--- src/pwm_edge_regs.svh ---
`ifndef PWM_EDGE_REGS_SVH
`define PWM_EDGE_REGS_SVH
// Contract
// - output B rise time is register 0x45 as MSBs and bits [7:4] of 0x46 as LSBs.
// - output B fall time is register 0x47 as MSBs and top nibble of 0x48.
// - output C rise time is register 0x49 as MSBs and top nibble of 0x4A.
// - output C fall time is register 0x4B as MSBs and bits [7:4] of 0x4C.
// - output D rise time is register 0x4D as MSBs and top nibble of 0x4E.
// - one count of an edge time moves the edge by 5 ns.
// - loop modulation shifts an edge only when bit 3 of its setting is one.
// - with modulation enable zero the edge stays at its programmed time.
// - sign bit 2 one: rising modulation moves the edge later.
// - sign bit zero: rising modulation moves the edge earlier.

// register indices; byte address is four times the index
`define OUTPUT_B_RISE_TIME_HIGH_IDX 8'h45
`define OUTPUT_B_RISE_SETTING_IDX 8'h46
`define OUTPUT_B_FALL_TIME_HIGH_IDX 8'h47
`define OUTPUT_B_FALL_SETTING_IDX 8'h48
`define OUTPUT_C_RISE_TIME_HIGH_IDX 8'h49
`define OUTPUT_C_RISE_SETTING_IDX 8'h4A
`define OUTPUT_C_FALL_TIME_HIGH_IDX 8'h4B
`define OUTPUT_C_FALL_SETTING_IDX 8'h4C
`define OUTPUT_D_RISE_TIME_HIGH_IDX 8'h4D
`define OUTPUT_D_RISE_SETTING_IDX 8'h4E
`define EDGE_CONTROL_IDX 8'h60
`define EDGE_STATUS_IDX 8'h61
`define EDGE_REG_COUNT 10
`define EDGE_COUNT 5

// setting register fields
`define SET_LSB_HI 7
`define SET_LSB_LO 4
`define SET_MOD_EN_BIT 3
`define SET_SIGN_BIT 2
`define EDGE_REG_RESET 8'h00

// control and status fields
`define CTRL_RUN_BIT 0
`define CTRL_APPLY_BIT 1
`define CTRL_PERIOD_LO 16
`define CTRL_PERIOD_HI 27
`define PERIOD_RESET 12'hFFF
`define STAT_PENDING_BIT 0
`define STAT_RUN_BIT 1
`define STAT_COUNT_LO 16
`define STAT_COUNT_HI 27

// timing
`define EDGE_STEP_NS 5
`define CLK_PERIOD_NS 25
`define COUNTS_PER_CLK (`CLK_PERIOD_NS / `EDGE_STEP_NS)
`define EDGE_TIME_MAX 14'h0FFF

// bus answers
`define RESP_OKAY 2'h0
`define RESP_SLVERR 2'h2
`endif

--- src/pwm_edge_pkg.sv ---
`default_nettype none
package pwm_edge_pkg;
  typedef logic [11:0] edge_time_t;
  typedef logic [7:0] reg_byte_t;
  typedef enum logic {
    chan_idle,
    chan_resp
  } chan_state_t;
endpackage
`default_nettype wire

--- src/pwm_edge_timing_config.sv ---
`timescale 1ns/100ps
`default_nettype none
`include "pwm_edge_regs.svh"
module pwm_edge_timing_config #(
  parameter int MOD_W = 8
) (
  // clock and reset
  input wire logic aclk,
  input wire logic aresetn,
  // axi4-lite write address
  input wire logic [11:0] s_axi_awaddr,
  input wire logic s_axi_awvalid,
  output logic s_axi_awready,
  // axi4-lite write data
  input wire logic [31:0] s_axi_wdata,
  input wire logic [3:0] s_axi_wstrb,
  input wire logic s_axi_wvalid,
  output logic s_axi_wready,
  // axi4-lite write response
  output logic [1:0] s_axi_bresp,
  output logic s_axi_bvalid,
  input wire logic s_axi_bready,
  // axi4-lite read address
  input wire logic [11:0] s_axi_araddr,
  input wire logic s_axi_arvalid,
  output logic s_axi_arready,
  // axi4-lite read data
  output logic [31:0] s_axi_rdata,
  output logic [1:0] s_axi_rresp,
  output logic s_axi_rvalid,
  input wire logic s_axi_rready,
  // loop modulation, same clock
  input wire logic [MOD_W-1:0] mod_value,
  // power stage drive
  output logic drive_output_b,
  output logic drive_output_c,
  output logic drive_output_d,
  output logic period_start
);

  // write channel state
  pwm_edge_pkg::chan_state_t wr_state_q, wr_state_d;
  logic aw_have_q, aw_have_d;
  logic w_have_q, w_have_d;
  logic [11:0] aw_addr_q, aw_addr_d;
  logic [31:0] w_data_q, w_data_d;
  logic [3:0] w_strb_q, w_strb_d;
  logic [1:0] bresp_q, bresp_d;
  // read channel state
  pwm_edge_pkg::chan_state_t rd_state_q, rd_state_d;
  logic [31:0] rdata_q, rdata_d;
  logic [1:0] rresp_q, rresp_d;
  // register file
  pwm_edge_pkg::reg_byte_t cfg_q [`EDGE_REG_COUNT];
  pwm_edge_pkg::reg_byte_t cfg_d [`EDGE_REG_COUNT];
  logic run_q, run_d;
  logic pending_q, pending_d;
  pwm_edge_pkg::edge_time_t period_q, period_d;
  // active edge set
  pwm_edge_pkg::edge_time_t act_time_q [`EDGE_COUNT];
  pwm_edge_pkg::edge_time_t act_time_d [`EDGE_COUNT];
  logic [`EDGE_COUNT-1:0] act_mod_en_q, act_mod_en_d;
  logic [`EDGE_COUNT-1:0] act_sign_q, act_sign_d;
  logic [MOD_W-1:0] mod_q, mod_d;
  // period counter and outputs
  pwm_edge_pkg::edge_time_t cnt_q, cnt_d;
  logic start_q, start_d;
  logic out_b_q, out_b_d;
  logic out_c_q, out_c_d;
  logic out_d_q, out_d_d;
  // combinational helpers
  logic wr_fire, load_now, last_cnt;
  logic [7:0] wr_idx, rd_idx;
  logic wr_edge_hit, rd_edge_hit;
  logic [7:0] wr_slot, rd_slot;
  logic [12:0] cnt_sum;
  pwm_edge_pkg::edge_time_t eff_time [`EDGE_COUNT], cfg_time [`EDGE_COUNT];
  assign s_axi_awready = !aw_have_q && (wr_state_q == pwm_edge_pkg::chan_idle);
  assign s_axi_wready = !w_have_q && (wr_state_q == pwm_edge_pkg::chan_idle);
  assign s_axi_bvalid = (wr_state_q == pwm_edge_pkg::chan_resp);
  assign s_axi_bresp = bresp_q;
  assign s_axi_arready = (rd_state_q == pwm_edge_pkg::chan_idle);
  assign s_axi_rvalid = (rd_state_q == pwm_edge_pkg::chan_resp);
  assign s_axi_rdata = rdata_q;
  assign s_axi_rresp = rresp_q;
  assign drive_output_b = out_b_q;
  assign drive_output_c = out_c_q;
  assign drive_output_d = out_d_q;
  assign period_start = start_q;
  assign wr_fire = aw_have_q && w_have_q && (wr_state_q == pwm_edge_pkg::chan_idle);
  assign wr_idx = aw_addr_q[9:2];
  assign rd_idx = s_axi_araddr[9:2];
  assign wr_edge_hit = (aw_addr_q[11:10] == 2'h0) && (wr_idx >= `OUTPUT_B_RISE_TIME_HIGH_IDX)
                       && (wr_idx <= `OUTPUT_D_RISE_SETTING_IDX);
  assign rd_edge_hit = (s_axi_araddr[11:10] == 2'h0) && (rd_idx >= `OUTPUT_B_RISE_TIME_HIGH_IDX)
                       && (rd_idx <= `OUTPUT_D_RISE_SETTING_IDX);
  assign wr_slot = wr_idx - `OUTPUT_B_RISE_TIME_HIGH_IDX;
  assign rd_slot = rd_idx - `OUTPUT_B_RISE_TIME_HIGH_IDX;

  // write channel: address and data taken in either order
  always_comb begin
    wr_state_d = wr_state_q;
    aw_have_d = aw_have_q;
    w_have_d = w_have_q;
    aw_addr_d = aw_addr_q;
    w_data_d = w_data_q;
    w_strb_d = w_strb_q;
    bresp_d = bresp_q;
    case (wr_state_q)
      pwm_edge_pkg::chan_idle: begin
        if (s_axi_awvalid && !aw_have_q) begin
          aw_have_d = 1'b1;
          aw_addr_d = s_axi_awaddr;
        end
        if (s_axi_wvalid && !w_have_q) begin
          w_have_d = 1'b1;
          w_data_d = s_axi_wdata;
          w_strb_d = s_axi_wstrb;
        end
        if (wr_fire) begin
          aw_have_d = 1'b0;
          w_have_d = 1'b0;
          wr_state_d = pwm_edge_pkg::chan_resp;
          if (aw_addr_q[1:0] == 2'h0 && aw_addr_q[11:10] == 2'h0 && (wr_edge_hit ||
              wr_idx == `EDGE_CONTROL_IDX || wr_idx == `EDGE_STATUS_IDX)) begin
            bresp_d = `RESP_OKAY;
          end else begin
            bresp_d = `RESP_SLVERR;
          end
        end
      end
      pwm_edge_pkg::chan_resp: begin
        if (s_axi_bready) begin
          wr_state_d = pwm_edge_pkg::chan_idle;
        end
      end
      default: begin
        wr_state_d = pwm_edge_pkg::chan_idle;
      end
    endcase
  end

  always_ff @(posedge aclk) begin
    if (!aresetn) begin
      wr_state_q <= pwm_edge_pkg::chan_idle;
      aw_have_q <= 1'b0;
      w_have_q <= 1'b0;
      aw_addr_q <= 12'h000;
      w_data_q <= 32'h00000000;
      w_strb_q <= 4'h0;
      bresp_q <= `RESP_OKAY;
    end else begin
      wr_state_q <= wr_state_d;
      aw_have_q <= aw_have_d;
      w_have_q <= w_have_d;
      aw_addr_q <= aw_addr_d;
      w_data_q <= w_data_d;
      w_strb_q <= w_strb_d;
      bresp_q <= bresp_d;
    end
  end

  // register file writes; reserved bits of the edge registers stored as written, control register keeps only run and period
  always_comb begin
    for (int i = 0; i < `EDGE_REG_COUNT; i++) begin
      cfg_d[i] = cfg_q[i];
    end
    run_d = run_q;
    period_d = period_q;
    pending_d = pending_q;
    if (load_now) begin
      pending_d = 1'b0;
    end
    if (wr_fire && aw_addr_q[1:0] == 2'h0) begin
      if (wr_edge_hit && w_strb_q[0]) begin
        cfg_d[wr_slot[3:0]] = w_data_q[7:0];
      end
      if (wr_idx == `EDGE_CONTROL_IDX && aw_addr_q[11:10] == 2'h0) begin
        if (w_strb_q[0]) begin
          run_d = w_data_q[`CTRL_RUN_BIT];
          if (w_data_q[`CTRL_APPLY_BIT]) begin
            pending_d = 1'b1;
          end
        end
        if (w_strb_q[2]) begin
          period_d[7:0] = w_data_q[`CTRL_PERIOD_LO+7:`CTRL_PERIOD_LO];
        end
        if (w_strb_q[3]) begin
          period_d[11:8] = w_data_q[`CTRL_PERIOD_HI:`CTRL_PERIOD_LO+8];
        end
      end
    end
  end

  always_ff @(posedge aclk) begin
    if (!aresetn) begin
      for (int i = 0; i < `EDGE_REG_COUNT; i++) begin
        cfg_q[i] <= `EDGE_REG_RESET;
      end
      run_q <= 1'b0;
      period_q <= `PERIOD_RESET;
      pending_q <= 1'b0;
    end else begin
      for (int i = 0; i < `EDGE_REG_COUNT; i++) begin
        cfg_q[i] <= cfg_d[i];
      end
      run_q <= run_d;
      period_q <= period_d;
      pending_q <= pending_d;
    end
  end

  // read channel
  always_comb begin
    rd_state_d = rd_state_q;
    rdata_d = rdata_q;
    rresp_d = rresp_q;
    case (rd_state_q)
      pwm_edge_pkg::chan_idle: begin
        if (s_axi_arvalid) begin
          rd_state_d = pwm_edge_pkg::chan_resp;
          rdata_d = 32'h00000000;
          rresp_d = `RESP_OKAY;
          if (s_axi_araddr[1:0] != 2'h0 || s_axi_araddr[11:10] != 2'h0) begin
            rresp_d = `RESP_SLVERR;
          end else if (rd_edge_hit) begin
            rdata_d[7:0] = cfg_q[rd_slot[3:0]];
          end else if (rd_idx == `EDGE_CONTROL_IDX) begin
            rdata_d[`CTRL_RUN_BIT] = run_q;
            rdata_d[`CTRL_PERIOD_HI:`CTRL_PERIOD_LO] = period_q;
          end else if (rd_idx == `EDGE_STATUS_IDX) begin
            rdata_d[`STAT_PENDING_BIT] = pending_q;
            rdata_d[`STAT_RUN_BIT] = run_q;
            rdata_d[`STAT_COUNT_HI:`STAT_COUNT_LO] = cnt_q;
          end else begin
            rresp_d = `RESP_SLVERR;
          end
        end
      end
      pwm_edge_pkg::chan_resp: begin
        if (s_axi_rready) begin
          rd_state_d = pwm_edge_pkg::chan_idle;
        end
      end
      default: begin
        rd_state_d = pwm_edge_pkg::chan_idle;
      end
    endcase
  end

  always_ff @(posedge aclk) begin
    if (!aresetn) begin
      rd_state_q <= pwm_edge_pkg::chan_idle;
      rdata_q <= 32'h00000000;
      rresp_q <= `RESP_OKAY;
    end else begin
      rd_state_q <= rd_state_d;
      rdata_q <= rdata_d;
      rresp_q <= rresp_d;
    end
  end

  // per edge: assemble time, apply modulation with saturation
  genvar e;
  generate
    for (e = 0; e < `EDGE_COUNT; e++) begin : g_edge
      logic [13:0] base_ext;
      logic [13:0] mod_ext;
      logic [13:0] later;
      assign cfg_time[e] = {cfg_q[2*e], cfg_q[2*e+1][`SET_LSB_HI:`SET_LSB_LO]};
      assign base_ext = {2'h0, act_time_q[e]};
      assign mod_ext = 14'(mod_q);
      assign later = base_ext + mod_ext;
      always_comb begin
        if (!act_mod_en_q[e]) begin
          eff_time[e] = act_time_q[e];
        end else if (act_sign_q[e]) begin
          eff_time[e] = (later > `EDGE_TIME_MAX) ? 12'hFFF : later[11:0];
        end else begin
          eff_time[e] = (mod_ext > base_ext) ? 12'h000 : 12'(base_ext - mod_ext);
        end
      end
    end
  endgenerate

  // active set and modulation load whole on the last count before the wrap, or while stopped
  assign cnt_sum = {1'b0, cnt_q} + 13'(`COUNTS_PER_CLK);
  assign last_cnt = run_q && ({1'b0, cnt_d} + 13'(`COUNTS_PER_CLK) > {1'b0, period_q});
  assign load_now = pending_q && (!run_q || last_cnt);
  always_comb begin
    for (int i = 0; i < `EDGE_COUNT; i++) begin
      act_time_d[i] = act_time_q[i];
    end
    act_mod_en_d = act_mod_en_q;
    act_sign_d = act_sign_q;
    mod_d = mod_q;
    if (last_cnt || !run_q) begin
      mod_d = mod_value;
    end
    if (load_now) begin
      for (int i = 0; i < `EDGE_COUNT; i++) begin
        act_time_d[i] = cfg_time[i];
        act_mod_en_d[i] = cfg_q[2*i+1][`SET_MOD_EN_BIT];
        act_sign_d[i] = cfg_q[2*i+1][`SET_SIGN_BIT];
      end
    end
  end

  always_ff @(posedge aclk) begin
    if (!aresetn) begin
      for (int i = 0; i < `EDGE_COUNT; i++) begin
        act_time_q[i] <= 12'h000;
      end
      act_mod_en_q <= '0;
      act_sign_q <= '0;
      mod_q <= '0;
    end else begin
      for (int i = 0; i < `EDGE_COUNT; i++) begin
        act_time_q[i] <= act_time_d[i];
      end
      act_mod_en_q <= act_mod_en_d;
      act_sign_q <= act_sign_d;
      mod_q <= mod_d;
    end
  end

  // period counter in 5 ns units and edge comparison
  always_comb begin
    cnt_d = cnt_q;
    start_d = 1'b0;
    out_b_d = 1'b0;
    out_c_d = 1'b0;
    out_d_d = 1'b0;
    if (run_q) begin
      if (cnt_sum > {1'b0, period_q}) begin
        cnt_d = 12'h000;
        start_d = 1'b1;
      end else begin
        cnt_d = cnt_sum[11:0];
      end
      out_b_d = (cnt_d >= eff_time[0]) && (cnt_d < eff_time[1]);
      out_c_d = (cnt_d >= eff_time[2]) && (cnt_d < eff_time[3]);
      out_d_d = (cnt_d >= eff_time[4]);
    end else begin
      cnt_d = 12'h000;
    end
  end

  always_ff @(posedge aclk) begin
    if (!aresetn) begin
      cnt_q <= 12'h000;
      start_q <= 1'b0;
      out_b_q <= 1'b0;
      out_c_q <= 1'b0;
      out_d_q <= 1'b0;
    end else begin
      cnt_q <= cnt_d;
      start_q <= start_d;
      out_b_q <= out_b_d;
      out_c_q <= out_c_d;
      out_d_q <= out_d_d;
    end
  end

endmodule
`default_nettype wire

--- config.mk ---
export PLATFORM = sky130hd
export DESIGN_NAME = pwm_edge_timing_config
export DESIGN_NICKNAME = d
export VERILOG_FILES = /design/src/pwm_edge_pkg.sv /design/src/pwm_edge_timing_config.sv
export VERILOG_INCLUDE_DIRS = /design/src
export SDC_FILE = /design/constraint.sdc
export NUM_CORES = 1
export LEC_CHECK = 0
export ABC_AREA = 1
export BUFFER_PORTS_ARGS = -buffer_cell sky130_fd_sc_hd__buf_2
export CORE_MARGIN = 1
export CORE_UTILIZATION = 45
export DETAILED_ROUTE_END_ITERATION = 8
export GPL_ROUTABILITY_DRIVEN = 0
export PLACE_DENSITY = 0.61
export SLEW_MARGIN = 15
export SYNTH_ARGS = -nofsm -noshare
export SYNTH_HDL_FRONTEND = slang
export SYNTH_SLANG_ARGS = --single-unit
--- constraint.sdc ---
create_clock -name aclk -period 7 [get_ports aclk]
set_input_delay 1.4 -clock aclk [delete_from_list [all_inputs] [get_ports aclk]]
set_output_delay 1.4 -clock aclk [all_outputs]
set_load 0.01 [all_outputs]
==> flow_metrics.env <==
export IMPL_wl_mm=56.8
export IMPL_synth_edf_count=0
export IMPL_max_stage_delay_ps=370
export IMPL_placed_area_sq_um=18600
export IMPL_setup_tns_ps=0
export IMPL_endpoint_kind="flop"
export IMPL_drc=0
export IMPL_wl_per_cell_microns=17.4
export IMPL_cp_data_required_time_ps=7470
export IMPL_reg2reg_from="cnt_q[0]"
export IMPL_p_leak_nw=8.92
export IMPL_clk_pin_slew_ps=60
export IMPL_drt_iter0_markers=1566
export IMPL_clock_latency_ps=570
export IMPL_status="finished clean"
export IMPL_max_freq_mhz=166
export IMPL_setup_viol=0
export IMPL_cts_tree="yes"
export IMPL_yosysWarnings=0
export IMPL_synth_main_ff_cell="dfxtp_1"
export IMPL_grt_pass1_wl_mm=90.6
export IMPL_cp_max_fo=54
export IMPL_antenna_found_initial=1
export IMPL_pre_cts_slack_ps=1160
export IMPL_clkSinkCount=249
export IMPL_synth_cells=2697
export IMPL_power_density_nw_per_um2=168
export IMPL_postSynthAreaPerCell_sq_um=6.64
export IMPL_hold_class="reg2reg"
export IMPL_post_route_period_util=0.861
export IMPL_syn_cell_area_sq_um=17900
export IMPL_synth_cell_types=51
export IMPL_place_hpwl_mm=41.9
export IMPL_cts_resized=0
export IMPL_cts_buffer_depth=3
export IMPL_cts_made_buffers=27
export IMPL_n_antenna_cell=0
export IMPL_cts_max_level=1
export IMPL_setup_slack_ps=974
export IMPL_clock_skew_ps=42.1
export IMPL_synth_seq_area_share=0.278
export IMPL_tightestPinTransition_ps=1050
export IMPL_final_max_slew_viol_count=0
export IMPL_crit_path_frequent_cell="nand2_1"
export IMPL_cts_setup_buffers=0
export IMPL_cap_violations=0
export IMPL_report_final_hold_viol_count=0
export IMPL_cts_root_buf="clkbuf_16"
export IMPL_rows=72
export IMPL_hold_buffers=0
export IMPL_design_area_sq_um=19500
export IMPL_fillers=4067
export IMPL_grt_use_total=0.276
export IMPL_cp_start_kind="flop"
export IMPL_start_util=0.460
export IMPL_drive_above_1_share=0.0679
export IMPL_fin_crit_ps=6030
export IMPL_die_w_microns=201
export IMPL_crit_slowest_cell="buf_4"
export IMPL_slew_headroom=0.300
export IMPL_grt_pass1_vias=16900
export IMPL_dr_pass1_iters=6
export IMPL_hold_slack_ps=456
export IMPL_areaGrowthSynthToFinish_pct=9.11
export IMPL_synthArstFlopShare=0
export IMPL_io_buffers=92
export IMPL_crit_start="cnt_q[0]"
export IMPL_ant_nets=0
export IMPL_grt_overflow_total=0
export IMPL_ys_ff_latch=249
export IMPL_die_h_microns=201
export IMPL_worstSetupPathType="reg2reg"
export IMPL_core_sq_um=38900
export IMPL_io_pins=120
export IMPL_grt_start_max_net_pins=111
export IMPL_vias=18000
export IMPL_arrival_ps=6490
export IMPL_vias_per_cell=5.54
export IMPL_rsz0062_at_grt="false"
export IMPL_die_area_sq_um=40600
export IMPL_finalNetCount=2973
export IMPL_hp_start="w_data_q[17]"
export IMPL_final_util=0.502
export IMPL_peakVddDrop_mv=0.159
## worst paths after layout
| check | end | cells past startpoint | slack, ps |
|---|---|---|---|
| setup / recovery | act_time_q[0][29] | 35 | 970 |
| hold / removal | w_data_q[17] | 2 | 460 |
| setup reg to reg | act_time_q[0][29] | 35 | 970 |
| hold reg to reg | w_data_q[17] | 2 | 460 |
## cells in the final DEF, fill, tap and decap left out, drive strengths merged, types with 2 or more instances in the layout
cell    instances
clkinv         10
o21ai         311
conb           14
a31oi          16
fa             10
buf           124
o211ai         33
a22oi           6
nand4          33
a211oi         17
o311ai          5
nand3         178
xor2           40
a21o            8
a21boi          4
nor2          267
nand2         458
ha            168
inv           323
xnor2           6
bufinv          3
o21a            3
nor4            3
clkbuf         41
o221ai          2
a21oi         351
o22ai           9
o21bai          4
nor3           32
nand3b          2
o31ai           2
dfxtp         249
## cells in the mapped netlist (all sizes together) (8+ instances only)
library cell | instances | area, sq um
a21oi | 351 | 1760
o22ai | 9 | 56.3
buf | 49 | 363
a211oi | 17 | 128
dfxtp | 249 | 4980
o211ai | 33 | 248
ha | 168 | 2100
nor2 | 267 | 1040
nor3 | 32 | 160
o21ai | 311 | 1560
nand3 | 178 | 896
nand2 | 458 | 1750
fa | 10 | 200
clkbuf | 94 | 353
a21o | 8 | 60.1
a31oi | 16 | 100
nand4 | 33 | 206
xor2 | 40 | 350
inv | 322 | 1210
## logic make-up after synthesis
logic type | count (synthesis) | share of synthesized area
and+or+nand+nor | 977 | 0.230
AOI/OAI and AO/OA | 775 | 0.232
buffers and inverters | 470 | 0.109
DFF | 249 | 0.278
adders and majority gates | 178 | 0.129
xor gates and xnor gates | 46 | 0.0225
other | 1 | 0.000209
muxes | 1 | 0.000559
## power breakdown
part / leakage, nW / switching, W / internal, W
sequential: 2.02 / 0.0000104 / 0.00144
clock: 0.458 / 0.000592 / 0.000895
combinational: 6.44 / 0.000246 / 0.000102
## state kept, by name (all words and copies together), names as in the netlist
| register | cells |
|---|---|
| act_mod_en_q | 5 |
| act_sign_q | 5 |
| act_time_q | 60 |
| aw_addr_q | 12 |
| aw_have_q | 1 |
| cfg_q | 80 |
| cnt_q | 12 |
| drive_output_b | 1 |
| drive_output_c | 1 |
| drive_output_d | 1 |
| mod_q | 8 |
| pending_q | 1 |
| period_q | 12 |
| period_start | 1 |
| run_q | 1 |
| s_axi_bresp | 1 |
| s_axi_bvalid | 1 |
| s_axi_rdata | 20 |
| s_axi_rresp | 1 |
| s_axi_rvalid | 1 |
| w_data_q | 20 |
| w_have_q | 1 |
| w_strb_q | 3 |
## per-stage QoR
| step | std cells | total power, W |
|---|---|---|
| after global placement | 3209 | 0.00182 |
| after floorplan | 2710 | 0.00171 |
| after detailed placement | 3209 | 0.00182 |
| after CTS | 3259 | 0.00330 |
| after global routing | 3259 | 0.00341 |
| final | 3259 | 0.00329 |
## area by class of cell
| type | count | area (sq um) | area share |
|---|---|---|---|
| multi-input combinational | 1991 | 11000 | 0.564 |
| sequential | 249 | 4990 | 0.255 |
| inverter | 327 | 1230 | 0.0628 |
| clock buffer | 41 | 798 | 0.0409 |
| timing repair buffer | 124 | 719 | 0.0368 |
| tap | 518 | 648 | 0.0332 |
| clock inverter | 9 | 128 | 0.00653 |
## routing by layer
layer,track usage,part of all wire,up-vias
met1,0.379,0.46,8317
met2,0.443,0.44,588
met5,0,0.00019,-
met3,0.0314,0.062,98
li1,-,-,9037
met4,0.103,0.039,2
## critical path, delay by kind of cell (launching register included)
kind                     cells  cell delay, ps
buffers and inverters        5             820
flip-flops                   1             360
AND/OR/NAND/NOR             23            3100
adder cells (fa/ha/maj)      2             540
XOR/XNOR                     1             190
AO/OA/AOI/OAI                4             930
Power figures use the tool's default switching activity.
